File: src/include/atr_consts.svh
// constants for the read-multiple / native-max task-file link
// What this block does
// - opcode C4h reads sectors, 28-bit addressing
// - sector data moves as 16-bit words
// - one interrupt per block, not per sector
// - opcode 29h reads with 48-bit addressing
// - host gives count: current low, previous high
// - 48-bit count zero means 65,536 sectors
// - host gives 48-bit LBA in current/previous bytes
// - error returns failing LBA, split by HOB
// - opcode F8h returns unreduced native maximum address
// - above 28-bit range report 268,435,455
// - LBA bits 0-7 in sector number
// - LBA 8-15 cylinder low, 16-23 high
// - CHS mode reports max sector and cylinder
// - 28-bit count zero means 256 sectors
// - media error stops read at failing sector
// - sector count returns sectors not transferred
// - device/head low nibble carries LBA 24-27
`ifndef ATR_CONSTS_SVH
`define ATR_CONSTS_SVH
`define ATR_OP_RDMUL   8'hC4
`define ATR_OP_RDMULX  8'h29
`define ATR_OP_NMAX    8'hF8
`define ATR_A_DATA     3'h0
`define ATR_A_ERR      3'h1
`define ATR_A_SC       3'h2
`define ATR_A_SN       3'h3
`define ATR_A_CL       3'h4
`define ATR_A_CH       3'h5
`define ATR_A_DH       3'h6
`define ATR_A_ST       3'h7
`define ATR_E_UNC      6
`define ATR_E_ABT      2
`define ATR_S_BSY      7
`define ATR_S_DRQ      3
`define ATR_S_ERR      0
`define ATR_DH_L       6
`define ATR_MAX28      28'hFFF_FFFF
`define ATR_CNT28_ZERO 17'h0_0100
`define ATR_CNT48_ZERO 17'h1_0000
`define ATR_R_CTRL     8'h00
`define ATR_R_LBALO    8'h04
`define ATR_R_LBAHI    8'h08
`define ATR_R_COUNT    8'h0C
`define ATR_R_STATUS   8'h10
`define ATR_R_ISTAT    8'h14
`define ATR_R_IMASK    8'h18
`define ATR_R_RESLO    8'h1C
`define ATR_R_RESHI    8'h20
`define ATR_I_DONE     0
`define ATR_I_ERR      1
`define ATR_WR_STEPS   4'h9
`define ATR_RD_STEPS   4'h8
`endif

File: src/include/atr_pkg.sv
// shared types for both ends of the task-file link
package atr_pkg;
	typedef logic [2:0] atr_addr_t;
	typedef enum {ATR_DV_IDLE, ATR_DV_FETCH, ATR_DV_XFER} atr_dev_st_t;
	typedef enum {ATR_HS_IDLE, ATR_HS_WR, ATR_HS_POLL, ATR_HS_PWAIT, ATR_HS_DWAIT,
		ATR_HS_RES, ATR_HS_RWAIT} atr_host_st_t;
endpackage

File: src/include/atr_tf_if.sv
// task-file register link between host controller and drive
`timescale 1ns/1ps
interface atr_tf_if;
	import atr_pkg::*;
	logic             wr;
	logic             rd;
	atr_addr_t        addr;
	logic             hob;
	logic [7:0]       wdata;
	logic             rd_ack;
	logic [15:0]      rdata;
	logic             intrq;
	modport dev (input wr, rd, addr, hob, wdata, output rd_ack, rdata, intrq);
	modport hst (output wr, rd, addr, hob, wdata, input rd_ack, rdata, intrq);
endinterface

File: src/design/atr_host.sv
// host end: AXI4-Lite register front, task-file command engine
//
// Design decisions made here: the register offsets and register access over AXI4-Lite.
`timescale 1ns/1ps
`include "atr_consts.svh"
module atr_host import atr_pkg::*; (
	input  wire logic        aclk,
	input  wire logic        aresetn,
	input  wire logic [7:0]  s_axi_awaddr,
	input  wire logic        s_axi_awvalid,
	output logic             s_axi_awready,
	input  wire logic [31:0] s_axi_wdata,
	input  wire logic [3:0]  s_axi_wstrb,
	input  wire logic        s_axi_wvalid,
	output logic             s_axi_wready,
	output logic [1:0]       s_axi_bresp,
	output logic             s_axi_bvalid,
	input  wire logic        s_axi_bready,
	input  wire logic [7:0]  s_axi_araddr,
	input  wire logic        s_axi_arvalid,
	output logic             s_axi_arready,
	output logic [31:0]      s_axi_rdata,
	output logic [1:0]       s_axi_rresp,
	output logic             s_axi_rvalid,
	input  wire logic        s_axi_rready,
	output logic             irq,
	output logic             word_valid,
	output logic [15:0]      word_data,
	atr_tf_if.hst            tf
);
	atr_host_st_t    state_reg;
	logic [7:0]      aw_addr_reg;
	logic [31:0]     w_data_reg, ctrl_reg, lba_lo_reg;
	logic [3:0]      w_strb_reg, step_reg;
	logic            aw_have_reg, w_have_reg, busy_reg;
	logic [15:0]     lba_hi_reg, count_reg;
	logic [1:0]      istat_reg, imask_reg;
	logic [7:0]      stat_reg, err_byte_reg, sc_byte_reg;
	logic [7:0]      res_reg [0:`ATR_RD_STEPS];
	logic            do_wr, go, done_evt, ext;
	logic [31:0]     wmerged;

	// apply byte strobes onto the old register value
	function automatic logic [31:0] merge(input logic [31:0] old, input logic [31:0] nw,
		input logic [3:0] strb);
		logic [31:0] r;
		r = old;
		for (int i = 0; i < 4; i++)
			if (strb[i])
				r[i*8 +: 8] = nw[i*8 +: 8];
		return r;
	endfunction

	assign do_wr   = aw_have_reg && w_have_reg && !s_axi_bvalid;
	assign wmerged = merge(32'h0000_0000, w_data_reg, w_strb_reg);
	assign go      = do_wr && aw_addr_reg == `ATR_R_CTRL && wmerged[0] && !busy_reg;
	assign ext     = (ctrl_reg[15:8] == `ATR_OP_RDMULX);

	// write channels are taken in either order, answered after both
	always_ff @(posedge aclk) begin
		if (!aresetn) begin
			aw_have_reg <= 1'b0;
			w_have_reg  <= 1'b0;
			aw_addr_reg <= 8'h00;
			w_data_reg  <= 32'h0000_0000;
			w_strb_reg  <= 4'h0;
			s_axi_bvalid <= 1'b0;
			s_axi_bresp <= 2'b00;
		end else begin
			if (s_axi_awvalid && s_axi_awready) begin
				aw_have_reg <= 1'b1;
				aw_addr_reg <= s_axi_awaddr;
			end
			if (s_axi_wvalid && s_axi_wready) begin
				w_have_reg <= 1'b1;
				w_data_reg <= s_axi_wdata;
				w_strb_reg <= s_axi_wstrb;
			end
			if (do_wr) begin
				aw_have_reg  <= 1'b0;
				w_have_reg   <= 1'b0;
				s_axi_bvalid <= 1'b1;
				s_axi_bresp  <= (aw_addr_reg > `ATR_R_IMASK || aw_addr_reg[1:0] != 2'b00)
					? 2'b11 : 2'b00; // above the mask register or misaligned: decode error
			end else if (s_axi_bready) begin
				s_axi_bvalid <= 1'b0;
			end
		end
	end
	assign s_axi_awready = !aw_have_reg && !s_axi_bvalid;
	assign s_axi_wready  = !w_have_reg && !s_axi_bvalid;

	// software registers; start bit is a pulse, not stored
	always_ff @(posedge aclk) begin
		if (!aresetn) begin
			ctrl_reg   <= 32'h0000_0000;
			lba_lo_reg <= 32'h0000_0000;
			lba_hi_reg <= 16'h0000;
			count_reg  <= 16'h0000;
			imask_reg  <= 2'b00;
			istat_reg  <= 2'b00;
			irq        <= 1'b0;
		end else begin
			if (do_wr) begin
				case (aw_addr_reg)
				`ATR_R_CTRL:  if (!busy_reg)
					ctrl_reg <= merge(ctrl_reg, w_data_reg, w_strb_reg) & 32'h0000_FF02;
				`ATR_R_LBALO: lba_lo_reg <= merge(lba_lo_reg, w_data_reg, w_strb_reg);
				`ATR_R_LBAHI: lba_hi_reg <= wmerged[15:0];
				`ATR_R_COUNT: count_reg <= wmerged[15:0];
				`ATR_R_IMASK: imask_reg <= wmerged[1:0];
				default: ;
				endcase
			end
			// a new event in the clearing cycle survives the clear
			istat_reg <= (istat_reg & ~((do_wr && aw_addr_reg == `ATR_R_ISTAT)
				? wmerged[1:0] : 2'b00))
				| {done_evt && stat_reg[`ATR_S_ERR], done_evt};
			irq <= |(istat_reg & imask_reg);
		end
	end

	// read channel: one outstanding read, answered the next cycle
	always_ff @(posedge aclk) begin
		if (!aresetn) begin
			s_axi_rvalid <= 1'b0;
			s_axi_rdata  <= 32'h0000_0000;
			s_axi_rresp  <= 2'b00;
		end else if (s_axi_arvalid && s_axi_arready) begin
			s_axi_rvalid <= 1'b1;
			s_axi_rresp  <= 2'b00;
			case (s_axi_araddr)
			`ATR_R_CTRL:   s_axi_rdata <= ctrl_reg;
			`ATR_R_LBALO:  s_axi_rdata <= lba_lo_reg;
			`ATR_R_LBAHI:  s_axi_rdata <= {16'h0000, lba_hi_reg};
			`ATR_R_COUNT:  s_axi_rdata <= {16'h0000, count_reg};
			`ATR_R_STATUS: s_axi_rdata <= {sc_byte_reg, err_byte_reg, stat_reg,
				7'h00, busy_reg};
			`ATR_R_ISTAT:  s_axi_rdata <= {30'h0000_0000, istat_reg};
			`ATR_R_IMASK:  s_axi_rdata <= {30'h0000_0000, imask_reg};
			`ATR_R_RESLO:  s_axi_rdata <= {ext ? res_reg[6] : {4'h0, res_reg[5][3:0]},
				res_reg[4], res_reg[3], res_reg[2]};
			`ATR_R_RESHI:  s_axi_rdata <= {16'h0000, res_reg[8], res_reg[7]};
			default: begin
				s_axi_rdata <= 32'h0000_0000;
				s_axi_rresp <= 2'b11;
			end
			endcase
		end else if (s_axi_rready) begin
			s_axi_rvalid <= 1'b0;
		end
	end
	assign s_axi_arready = !s_axi_rvalid;

	// task-file engine: load registers, poll, drain words, fetch results
	always_ff @(posedge aclk) begin
		if (!aresetn) begin
			state_reg  <= ATR_HS_IDLE;
			step_reg   <= 4'h0;
			busy_reg   <= 1'b0;
			done_evt   <= 1'b0;
			stat_reg   <= 8'h00;
			err_byte_reg <= 8'h00;
			sc_byte_reg  <= 8'h00;
			word_valid <= 1'b0;
			word_data  <= 16'h0000;
			tf.wr <= 1'b0;
			tf.rd <= 1'b0;
			tf.addr <= `ATR_A_DATA;
			tf.hob <= 1'b0;
			tf.wdata <= 8'h00;
			for (int i = 0; i <= `ATR_RD_STEPS; i++)
				res_reg[i] <= 8'h00;
		end else begin
			done_evt   <= 1'b0;
			word_valid <= 1'b0;
			tf.wr <= 1'b0;
			tf.rd <= 1'b0;
			case (state_reg)
			ATR_HS_IDLE: if (go) begin
				busy_reg <= 1'b1;
				step_reg <= 4'h0;
				state_reg <= ATR_HS_WR;
			end
			ATR_HS_WR: begin
				// each byte pair: previous (high) first, then current (low)
				tf.wr <= 1'b1;
				step_reg <= step_reg + 4'h1;
				case (step_reg)
				4'h0: {tf.addr, tf.wdata} <= {`ATR_A_SC, count_reg[15:8]};
				4'h1: {tf.addr, tf.wdata} <= {`ATR_A_SC, count_reg[7:0]};
				4'h2: {tf.addr, tf.wdata} <= {`ATR_A_SN, lba_lo_reg[31:24]};
				4'h3: {tf.addr, tf.wdata} <= {`ATR_A_SN, lba_lo_reg[7:0]};
				4'h4: {tf.addr, tf.wdata} <= {`ATR_A_CL, lba_hi_reg[7:0]};
				4'h5: {tf.addr, tf.wdata} <= {`ATR_A_CL, lba_lo_reg[15:8]};
				4'h6: {tf.addr, tf.wdata} <= {`ATR_A_CH, lba_hi_reg[15:8]};
				4'h7: {tf.addr, tf.wdata} <= {`ATR_A_CH, lba_lo_reg[23:16]};
				4'h8: {tf.addr, tf.wdata} <= {`ATR_A_DH, 1'b1, ctrl_reg[1], 2'b10,
					lba_lo_reg[27:24]};
				default: {tf.addr, tf.wdata} <= {`ATR_A_ST, ctrl_reg[15:8]};
				endcase
				if (step_reg == `ATR_WR_STEPS)
					state_reg <= ATR_HS_POLL;
			end
			ATR_HS_POLL: begin
				tf.rd <= 1'b1;
				tf.addr <= `ATR_A_ST;
				tf.hob <= 1'b0;
				state_reg <= ATR_HS_PWAIT;
			end
			ATR_HS_PWAIT: if (tf.rd_ack) begin
				if (tf.rdata[`ATR_S_BSY]) begin
					state_reg <= ATR_HS_POLL;
				end else if (tf.rdata[`ATR_S_DRQ]) begin
					tf.rd <= 1'b1;
					tf.addr <= `ATR_A_DATA;
					state_reg <= ATR_HS_DWAIT;
				end else begin
					stat_reg <= tf.rdata[7:0];
					step_reg <= 4'h0;
					state_reg <= ATR_HS_RES;
				end
			end
			ATR_HS_DWAIT: if (tf.rd_ack) begin
				word_valid <= 1'b1;
				word_data <= tf.rdata;
				state_reg <= ATR_HS_POLL;
			end
			ATR_HS_RES: begin
				// error, count, then address bytes low half and high half
				tf.rd <= 1'b1;
				tf.hob <= (step_reg > 4'h5);
				case (step_reg)
				4'h0: tf.addr <= `ATR_A_ERR;
				4'h1: tf.addr <= `ATR_A_SC;
				4'h2, 4'h6: tf.addr <= `ATR_A_SN;
				4'h3, 4'h7: tf.addr <= `ATR_A_CL;
				4'h5: tf.addr <= `ATR_A_DH;
				default: tf.addr <= `ATR_A_CH;
				endcase
				state_reg <= ATR_HS_RWAIT;
			end
			ATR_HS_RWAIT: if (tf.rd_ack) begin
				res_reg[step_reg] <= tf.rdata[7:0];
				if (step_reg == 4'h0)
					err_byte_reg <= tf.rdata[7:0];
				if (step_reg == 4'h1)
					sc_byte_reg <= tf.rdata[7:0];
				step_reg <= step_reg + 4'h1;
				if (step_reg == `ATR_RD_STEPS) begin
					busy_reg <= 1'b0;
					done_evt <= 1'b1;
					state_reg <= ATR_HS_IDLE;
				end else begin
					state_reg <= ATR_HS_RES;
				end
			end
			default: state_reg <= ATR_HS_IDLE;
			endcase
		end
	end
endmodule

File: src/flat_wrapper.sv
// flat-port wrapper written by rule: the top's interface ports become plain ports
module atr_host_flat import atr_pkg::*;
  (aclk, aresetn, s_axi_awaddr, s_axi_awvalid, s_axi_awready, s_axi_wdata, s_axi_wstrb, s_axi_wvalid, s_axi_wready, s_axi_bresp, s_axi_bvalid, s_axi_bready, s_axi_araddr, s_axi_arvalid, s_axi_arready, s_axi_rdata, s_axi_rresp, s_axi_rvalid, s_axi_rready, irq, word_valid, word_data, tf_wr, tf_rd, tf_addr, tf_hob, tf_wdata, tf_rd_ack, tf_rdata, tf_intrq);
  atr_tf_if tf_i ();
  input  wire logic aclk;
  input  wire logic aresetn;
  input  wire logic [7:0] s_axi_awaddr;
  input  wire logic s_axi_awvalid;
  output logic s_axi_awready;
  input  wire logic [31:0] s_axi_wdata;
  input  wire logic [3:0] s_axi_wstrb;
  input  wire logic s_axi_wvalid;
  output logic s_axi_wready;
  output logic [1:0] s_axi_bresp;
  output logic s_axi_bvalid;
  input  wire logic s_axi_bready;
  input  wire logic [7:0] s_axi_araddr;
  input  wire logic s_axi_arvalid;
  output logic s_axi_arready;
  output logic [31:0] s_axi_rdata;
  output logic [1:0] s_axi_rresp;
  output logic s_axi_rvalid;
  input  wire logic s_axi_rready;
  output logic irq;
  output logic word_valid;
  output logic [15:0] word_data;
  output wire logic [$bits(tf_i.wr)-1:0] tf_wr;
  output wire logic [$bits(tf_i.rd)-1:0] tf_rd;
  output wire logic [$bits(tf_i.addr)-1:0] tf_addr;
  output wire logic [$bits(tf_i.hob)-1:0] tf_hob;
  output wire logic [$bits(tf_i.wdata)-1:0] tf_wdata;
  input wire logic [$bits(tf_i.rd_ack)-1:0] tf_rd_ack;
  input wire logic [$bits(tf_i.rdata)-1:0] tf_rdata;
  input wire logic [$bits(tf_i.intrq)-1:0] tf_intrq;
  assign tf_wr = tf_i.wr;
  assign tf_rd = tf_i.rd;
  assign tf_addr = tf_i.addr;
  assign tf_hob = tf_i.hob;
  assign tf_wdata = tf_i.wdata;
  assign tf_i.rd_ack = tf_rd_ack;
  assign tf_i.rdata = tf_rdata;
  assign tf_i.intrq = tf_intrq;
  atr_host u_core (.aclk(aclk), .aresetn(aresetn), .s_axi_awaddr(s_axi_awaddr), .s_axi_awvalid(s_axi_awvalid), .s_axi_awready(s_axi_awready), .s_axi_wdata(s_axi_wdata), .s_axi_wstrb(s_axi_wstrb), .s_axi_wvalid(s_axi_wvalid), .s_axi_wready(s_axi_wready), .s_axi_bresp(s_axi_bresp), .s_axi_bvalid(s_axi_bvalid), .s_axi_bready(s_axi_bready), .s_axi_araddr(s_axi_araddr), .s_axi_arvalid(s_axi_arvalid), .s_axi_arready(s_axi_arready), .s_axi_rdata(s_axi_rdata), .s_axi_rresp(s_axi_rresp), .s_axi_rvalid(s_axi_rvalid), .s_axi_rready(s_axi_rready), .irq(irq), .word_valid(word_valid), .word_data(word_data), .tf(tf_i));
endmodule
File: config.mk
export PLATFORM = sky130hd
export DESIGN_NAME = atr_host_flat
export DESIGN_NICKNAME = d
export VERILOG_FILES = /design/src/include/atr_pkg.sv /design/src/include/atr_tf_if.sv /design/src/design/atr_host.sv /design/src/flat_wrapper.sv
export VERILOG_INCLUDE_DIRS = /design/src /design/src/include
export SDC_FILE = /design/constraint.sdc
export NUM_CORES = 1
export LEC_CHECK = 0
export BUFFER_PORTS_ARGS = -buffer_cell sky130_fd_sc_hd__buf_2
export CAP_MARGIN = 20
export CORE_MARGIN = 2
export CORE_UTILIZATION = 58
export CTS_CLUSTER_DIAMETER = 120
export DETAILED_ROUTE_END_ITERATION = 12
export GPL_ROUTABILITY_DRIVEN = 0
export GPL_TIMING_DRIVEN = 0
export PLACE_DENSITY_LB_ADDON = 0.15
export SKIP_CTS_REPAIR_TIMING = 1
export SYNTH_ARGS = -nofsm -noshare
export SYNTH_HDL_FRONTEND = slang
export SYNTH_SLANG_ARGS = --single-unit
File: constraint.sdc
create_clock -name aclk -period 2.8 [get_ports aclk]
set_clock_uncertainty 0.2 [all_clocks]
set_input_delay 0.28 -clock aclk [delete_from_list [all_inputs] [get_ports aclk]]
set_output_delay 0.28 -clock aclk [all_outputs]
set_load 0.01 [all_outputs]
; ---- Word-level counts from Yosys, hierarchy flattened
; Memories as Yosys holds them, arrays and structs flattened.
; Cells that the tools add are included.
[classes]
muxes = 52
n_eq_ne = 38
n_addsub = 1
n_reduce_logical = 59
n_bitwise = 8
mul = 0
div_mod_pow = 0
magnitude_cmp = 2
shifts = 0
[op_table]
columns = op, n
row1 = 32-bit one-hot mux with 9 select lines, 1
row2 = 32-bit one-hot mux with 7 select lines, 1
row3 = 32-bit 2-to-1 mux, 6
row4 = "32-bit by 3-bit equality test with 1-bit output, second input constant", 3
row5 = 8-bit one-hot mux with 9 select lines, 1
row6 = "32-bit by 2-bit equality test with 1-bit output, second input constant", 2
row7 = "8-bit by 5-bit equality test with 1-bit output, second input constant", 6
row8 = "32-bit by 1-bit equality test with 1-bit output, second input constant", 1
row9 = "8-bit by 4-bit equality test with 1-bit output, second input constant", 4
row10 = 32-bit logical NOT, 1
row11 = 8-bit 2-to-1 mux, 4
row12 = 3-bit one-hot mux with 5 select lines, 2
row13 = 4-bit 2-to-1 mux, 6
row14 = 3-bit AND reduction, 7
row15 = 4-bit AND reduction, 5
row16 = 1-bit 2-to-1 mux, 19
row17 = 2-bit OR reduction, 9
row18 = "4-bit by 3-bit equality test with 1-bit output, second input constant", 4
row19 = "8-bit by 3-bit equality test with 1-bit output, second input constant", 2
row20 = "8-bit by 6-bit equality test with 1-bit output, second input constant", 2
row21 = 8-bit logical NOT, 2
row22 = 4-bit one-hot mux with 4 select lines, 1
row23 = 1-bit logical AND, 12
row24 = 3-bit 2-to-1 mux, 4
row25 = other kinds (25), 55
[totals]
mem_count = 1
latchBits = 0
inputBits = 77
output_inout_bits = 73
rom_bits = 0
ff_bits = 253
ram_bits = 72
[memory_table]
columns = memory, words, width, read_ports, rd_clocked_by_memory_dff, write_ports, line
row1 = u_core.res_reg, 9, 8, 7, 0, 9, atr_host.sv:39  ; logic [7:0] res_reg [0:`ATR_RD_STEPS];

; ---- Longest topological paths before layout
[logic_depth]
depth_word = 7
ltp_mapped = 9

; ---- Worst setup path after synthesis
; OpenSTA, ideal clock, no wires.
[synth_timing]
path_type = reg-to-reg
startpoint = reg u_core.step_reg[3]
endpoint = mem u_core.res_reg[8][0] (enable)
path_slack_ns = 0.397
period_less_slack_ns = 2.403
arrival_time_ns = 1.819
n_path_buf = 3
required_ns = 2.216
path_stages_with_launch = 6
setup_ns = 0.384
cell_sequence = dfxtp_1 > clkbuf_1 > clkbuf_1 > buf_1 > nand2_1 > o21ai_0
[synth_lines]
columns = item, line
row1 = start: declaration, atr_host.sv:34  ; logic [3:0] w_strb_reg, step_reg;
row2 = start signal: assignment, atr_host.sv:188  ; step_reg <= step_reg + 4'h1;
row3 = start signal: assignment, atr_host.sv:249  ; step_reg <= step_reg + 4'h1;
row4 = end: declaration, atr_host.sv:39

; ---- Worst setup path in the final report
[layout_timing]
startpoint = reg u_core.ctrl_reg[11]
endpoint = reg u_core.s_axi_rdata[27]
[layout_between]
elab_chain_len = 3
[layout_rtl]
columns = item, line
row1 = start: declaration, atr_host.sv:33  ; logic [31:0] w_data_reg, ctrl_reg, lba_lo_reg;
row2 = start signal: assignment, atr_host.sv:107  ; ctrl_reg <= merge(ctrl_reg, w_data_reg, w_strb_reg) & 32'h0000_FF02;
row3 = 8-bit by 6-bit equality test with 1-bit output (no line), n/a
row4 = 8-bit 2-to-1 mux, atr_host.sv:141  ; `ATR_R_RESLO: s_axi_rdata <= {ext ? res_reg[6] : {4'h0, res_reg[5][3:0]},
row5 = 32-bit one-hot mux with 9 select lines, atr_host.sv:132  ; case (s_axi_araddr)
row6 = end signal: assignment, atr_host.sv:133  ; `ATR_R_CTRL: s_axi_rdata <= ctrl_reg;
row7 = end signal: assignment, atr_host.sv:134  ; `ATR_R_LBALO: s_axi_rdata <= lba_lo_reg;
row8 = end signal: assignment, atr_host.sv:141
row9 = end: declaration, atr_host.sv:22  ; output logic [31:0] s_axi_rdata,
; Every way passes these cells.
; A chain may end at the register's enable or synchronous reset.

==> run metrics <==
fin worst setup slack 0.0667 ns; critical path peak fanout 8; H-tree depth 1; total die area 22100 um^2; maxcap violations 0; number of remaining DRC errors 0; power per cell area 619 nW/um^2; syn_nets 1417; FF+latch area 6010 um^2; Avg Vias per Cell 6.24; main flop type after synthesis dfxtp_1; P_leak 6.05 nW; share of post-route cells with drive strength above 1 16.0%; initial antenna violation count 0; final worst path period share 97.6%; Worst-Skew Late Latency 0.55 ns; GRT Total Usage 34.5%; failing checks hold timing; height of the chip 149 um; Final Setup Violations 0; hold_ws -0.0335 ns; ANT nets after route 0; Net count, final 1651; maximum vdd drop 0.000505 V; Core Box Area 20400 um^2; crit path kind flip-flop to flip-flop; Setup TNS 0 ns; pin count of the biggest net entering global routing 15; Post-synth EDFFs 52; Initial Util 59.6%; ANT cells 0; global-route wire length before repair 59000 um; CTS tree built; site row count 52; DP Worst Slack -0.539 ns; Crit path required time 3.03 ns; IO Port Bufs 143; Worst Setup Start Kind flip-flop; fmax 366 MHz; FFs w/ async S/R, synth 0%; Syn Std Cell Area 12100 um^2; DRT Wirelength 40200 um; Worst-Margin Slew 1.00 ns; Ys Warns 0; Syn Inst Count 1336; die width 149 um; CTS root buf clkbuf_16; multi-input gate area in the final layout 5660 um^2; CP endpoint kind flip-flop; hold crit path type input port to flip-flop; Iteration-0 DRC Markers 1248; WL per Instance 21.6 um; Arr. time, crit path 2.96 ns; I/O pins 150; Yosys reg bits 274; outcome complete, but fails checks; CTS buffer count 29; post-synth cell types 70; # clock sinks 274; Avg Inst Size Synth 9.09 um^2; Final min period 2.73 ns; number of global-route vias before repair 10.5k; GRT overflow 0; Final HPWL DP 28400 um; Seq/Total Area, Yosys 49.5%; fin. max-slew vios 0; TritonRoute pass-1 iters 7; max reg flops 52; Slew headroom 33.1%; hold violation count in the final report 2; number of fill cells 1524; total number of vias 11.6k; clk slew on worst S/H paths 0.07 ns; clock buffer depth 3; Syn-to-layout area delta 22.4%; unrepaired setup endpoints after global routing no
path summary, 6_finish.rpt:
kind	from	end	slack, ns	cells after the start
setup / recovery	u_core.ctrl_reg[11]	u_core.s_axi_rdata[27]	0.07	6
hold / removal	s_axi_araddr[6]	u_core.s_axi_rdata[0]	-0.03	4
setup reg to reg	u_core.ctrl_reg[11]	u_core.s_axi_rdata[27]	0.07	6
hold reg to reg	u_core.s_axi_rdata[9]	u_core.s_axi_rdata[9]	0.25	2
routing by layer:
layer	track usage, %	vias up	share of wire, %
met1	47.0	5460	39
met2	52.3	775	45
met5	0	-	0
met3	8.10	176	11
met4	16.0	0	5.2
li1	-	5211	-
cell families after synthesis:
family	synth area share (%)
fa+ha+maj	0.412
simple gates	21.4
buf+inv	4.27
flops	49.5
compound gates	16.1
mux	8.35
worst max-delay path: stages, from the launching register on:
cell and delay (ns):
dfxtp_1 0.45, nor4bb_1 0.37, and4_1 0.31, clkbuf_1 0.38, mux2_2 0.41, a222oi_1 0.38, o21ai_1 0.12
where the power goes:
group | total, mW | switching, mW | internal [mW]
combinational | 0.964 | 0.627 | 0.337
clock | 3.99 | 1.60 | 2.39
sequential | 4.24 | 0.106 | 4.13
area by class of cell:
class / count / area share, %
tap: 270 / 2.27
buffer: 111 / 3.09
sequential: 274 / 40.4
timing repair buffer: 206 / 8.96
clock buffer: 43 / 6.01
inverter: 15 / 0.379
clock inverter: 11 / 0.767
multi-input combinational: 933 / 38.1
synth_stat cells (4+ instances only):
| cell | instances | area (um^2) |
|---|---|---|
| dfxtp_1 | 222 | 4440 |
| a22o_1 | 18 | 158 |
| clkbuf_1 | 91 | 342 |
| nand2b_1 | 11 | 68.8 |
| inv_1 | 15 | 56.3 |
| nor2_1 | 90 | 338 |
| buf_1 | 10 | 37.5 |
| mux2_2 | 18 | 203 |
| edfxtp_1 | 52 | 1560 |
| o21ai_1 | 10 | 50.1 |
| a221oi_1 | 12 | 105 |
| a21boi_0 | 20 | 150 |
| and2_1 | 29 | 181 |
| nand4b_1 | 5 | 43.8 |
| nor4_1 | 7 | 43.8 |
| buf_2 | 9 | 45.0 |
| a222oi_1 | 10 | 100 |
| or2_2 | 4 | 25.0 |
| nand3_1 | 22 | 110 |
| mux4_2 | 4 | 90.1 |
| ha_1 | 4 | 50.1 |
| nand3b_1 | 5 | 37.5 |
| mux2i_1 | 72 | 721 |
| nor3_1 | 18 | 90.1 |
| and3_1 | 37 | 231 |
| a32oi_1 | 5 | 43.8 |
| nor2b_1 | 43 | 269 |
| a22oi_1 | 36 | 270 |
| o21ai_0 | 47 | 235 |
| a31oi_1 | 7 | 43.8 |
| nand4_1 | 19 | 119 |
| a211oi_1 | 8 | 60.1 |
| o22ai_1 | 7 | 43.8 |
| nand2_1 | 222 | 833 |
| a21oi_1 | 100 | 500 |
layout by cell type (no fill, tap or decap), types with 4 or more instances in the layout:
master / instances
clkbuf_1: 90
nand2_1: 220
and2_1: 29
and3_1: 37
nand2b_1: 11
nor4_1: 6
mux4_2: 4
nor3_1: 18
buf_2: 153
dlygate4sd3_1: 59
clkbuf_2: 8
ha_1: 4
mux2_2: 18
dfxtp_1: 222
buf_1: 8
nor2b_1: 43
nor2_1: 89
a31oi_1: 7
edfxtp_1: 52
inv_1: 15
a222oi_1: 10
a22o_1: 18
nand4_1: 19
a221oi_1: 12
o21ai_1: 10
nand4b_1: 5
a21boi_0: 20
nand3b_1: 5
or2_2: 4
a22oi_1: 36
clkbuf_16: 33
a21oi_1: 100
nand3_1: 21
clkinv_2: 6
o22ai_1: 7
a211oi_1: 8
mux2i_1: 72
o21ai_0: 47
a32oi_1: 5
metrics by stage:
step	cell area [um^2]	utilization (%)	total power [mW]	hold slack, ns	instances
after global placement	13200	64.8	5.13	0.228	1749
after CTS	14200	69.8	9.06	-0.297	1805
after global routing	14900	72.9	9.45	0.0152	1863
after floorplan	12100	-	4.79	0.180	1336
after detailed placement	13200	64.8	5.15	0.239	1751
final	14900	72.9	9.20	-0.0335	1863
Power figures use the tool's default switching activity.
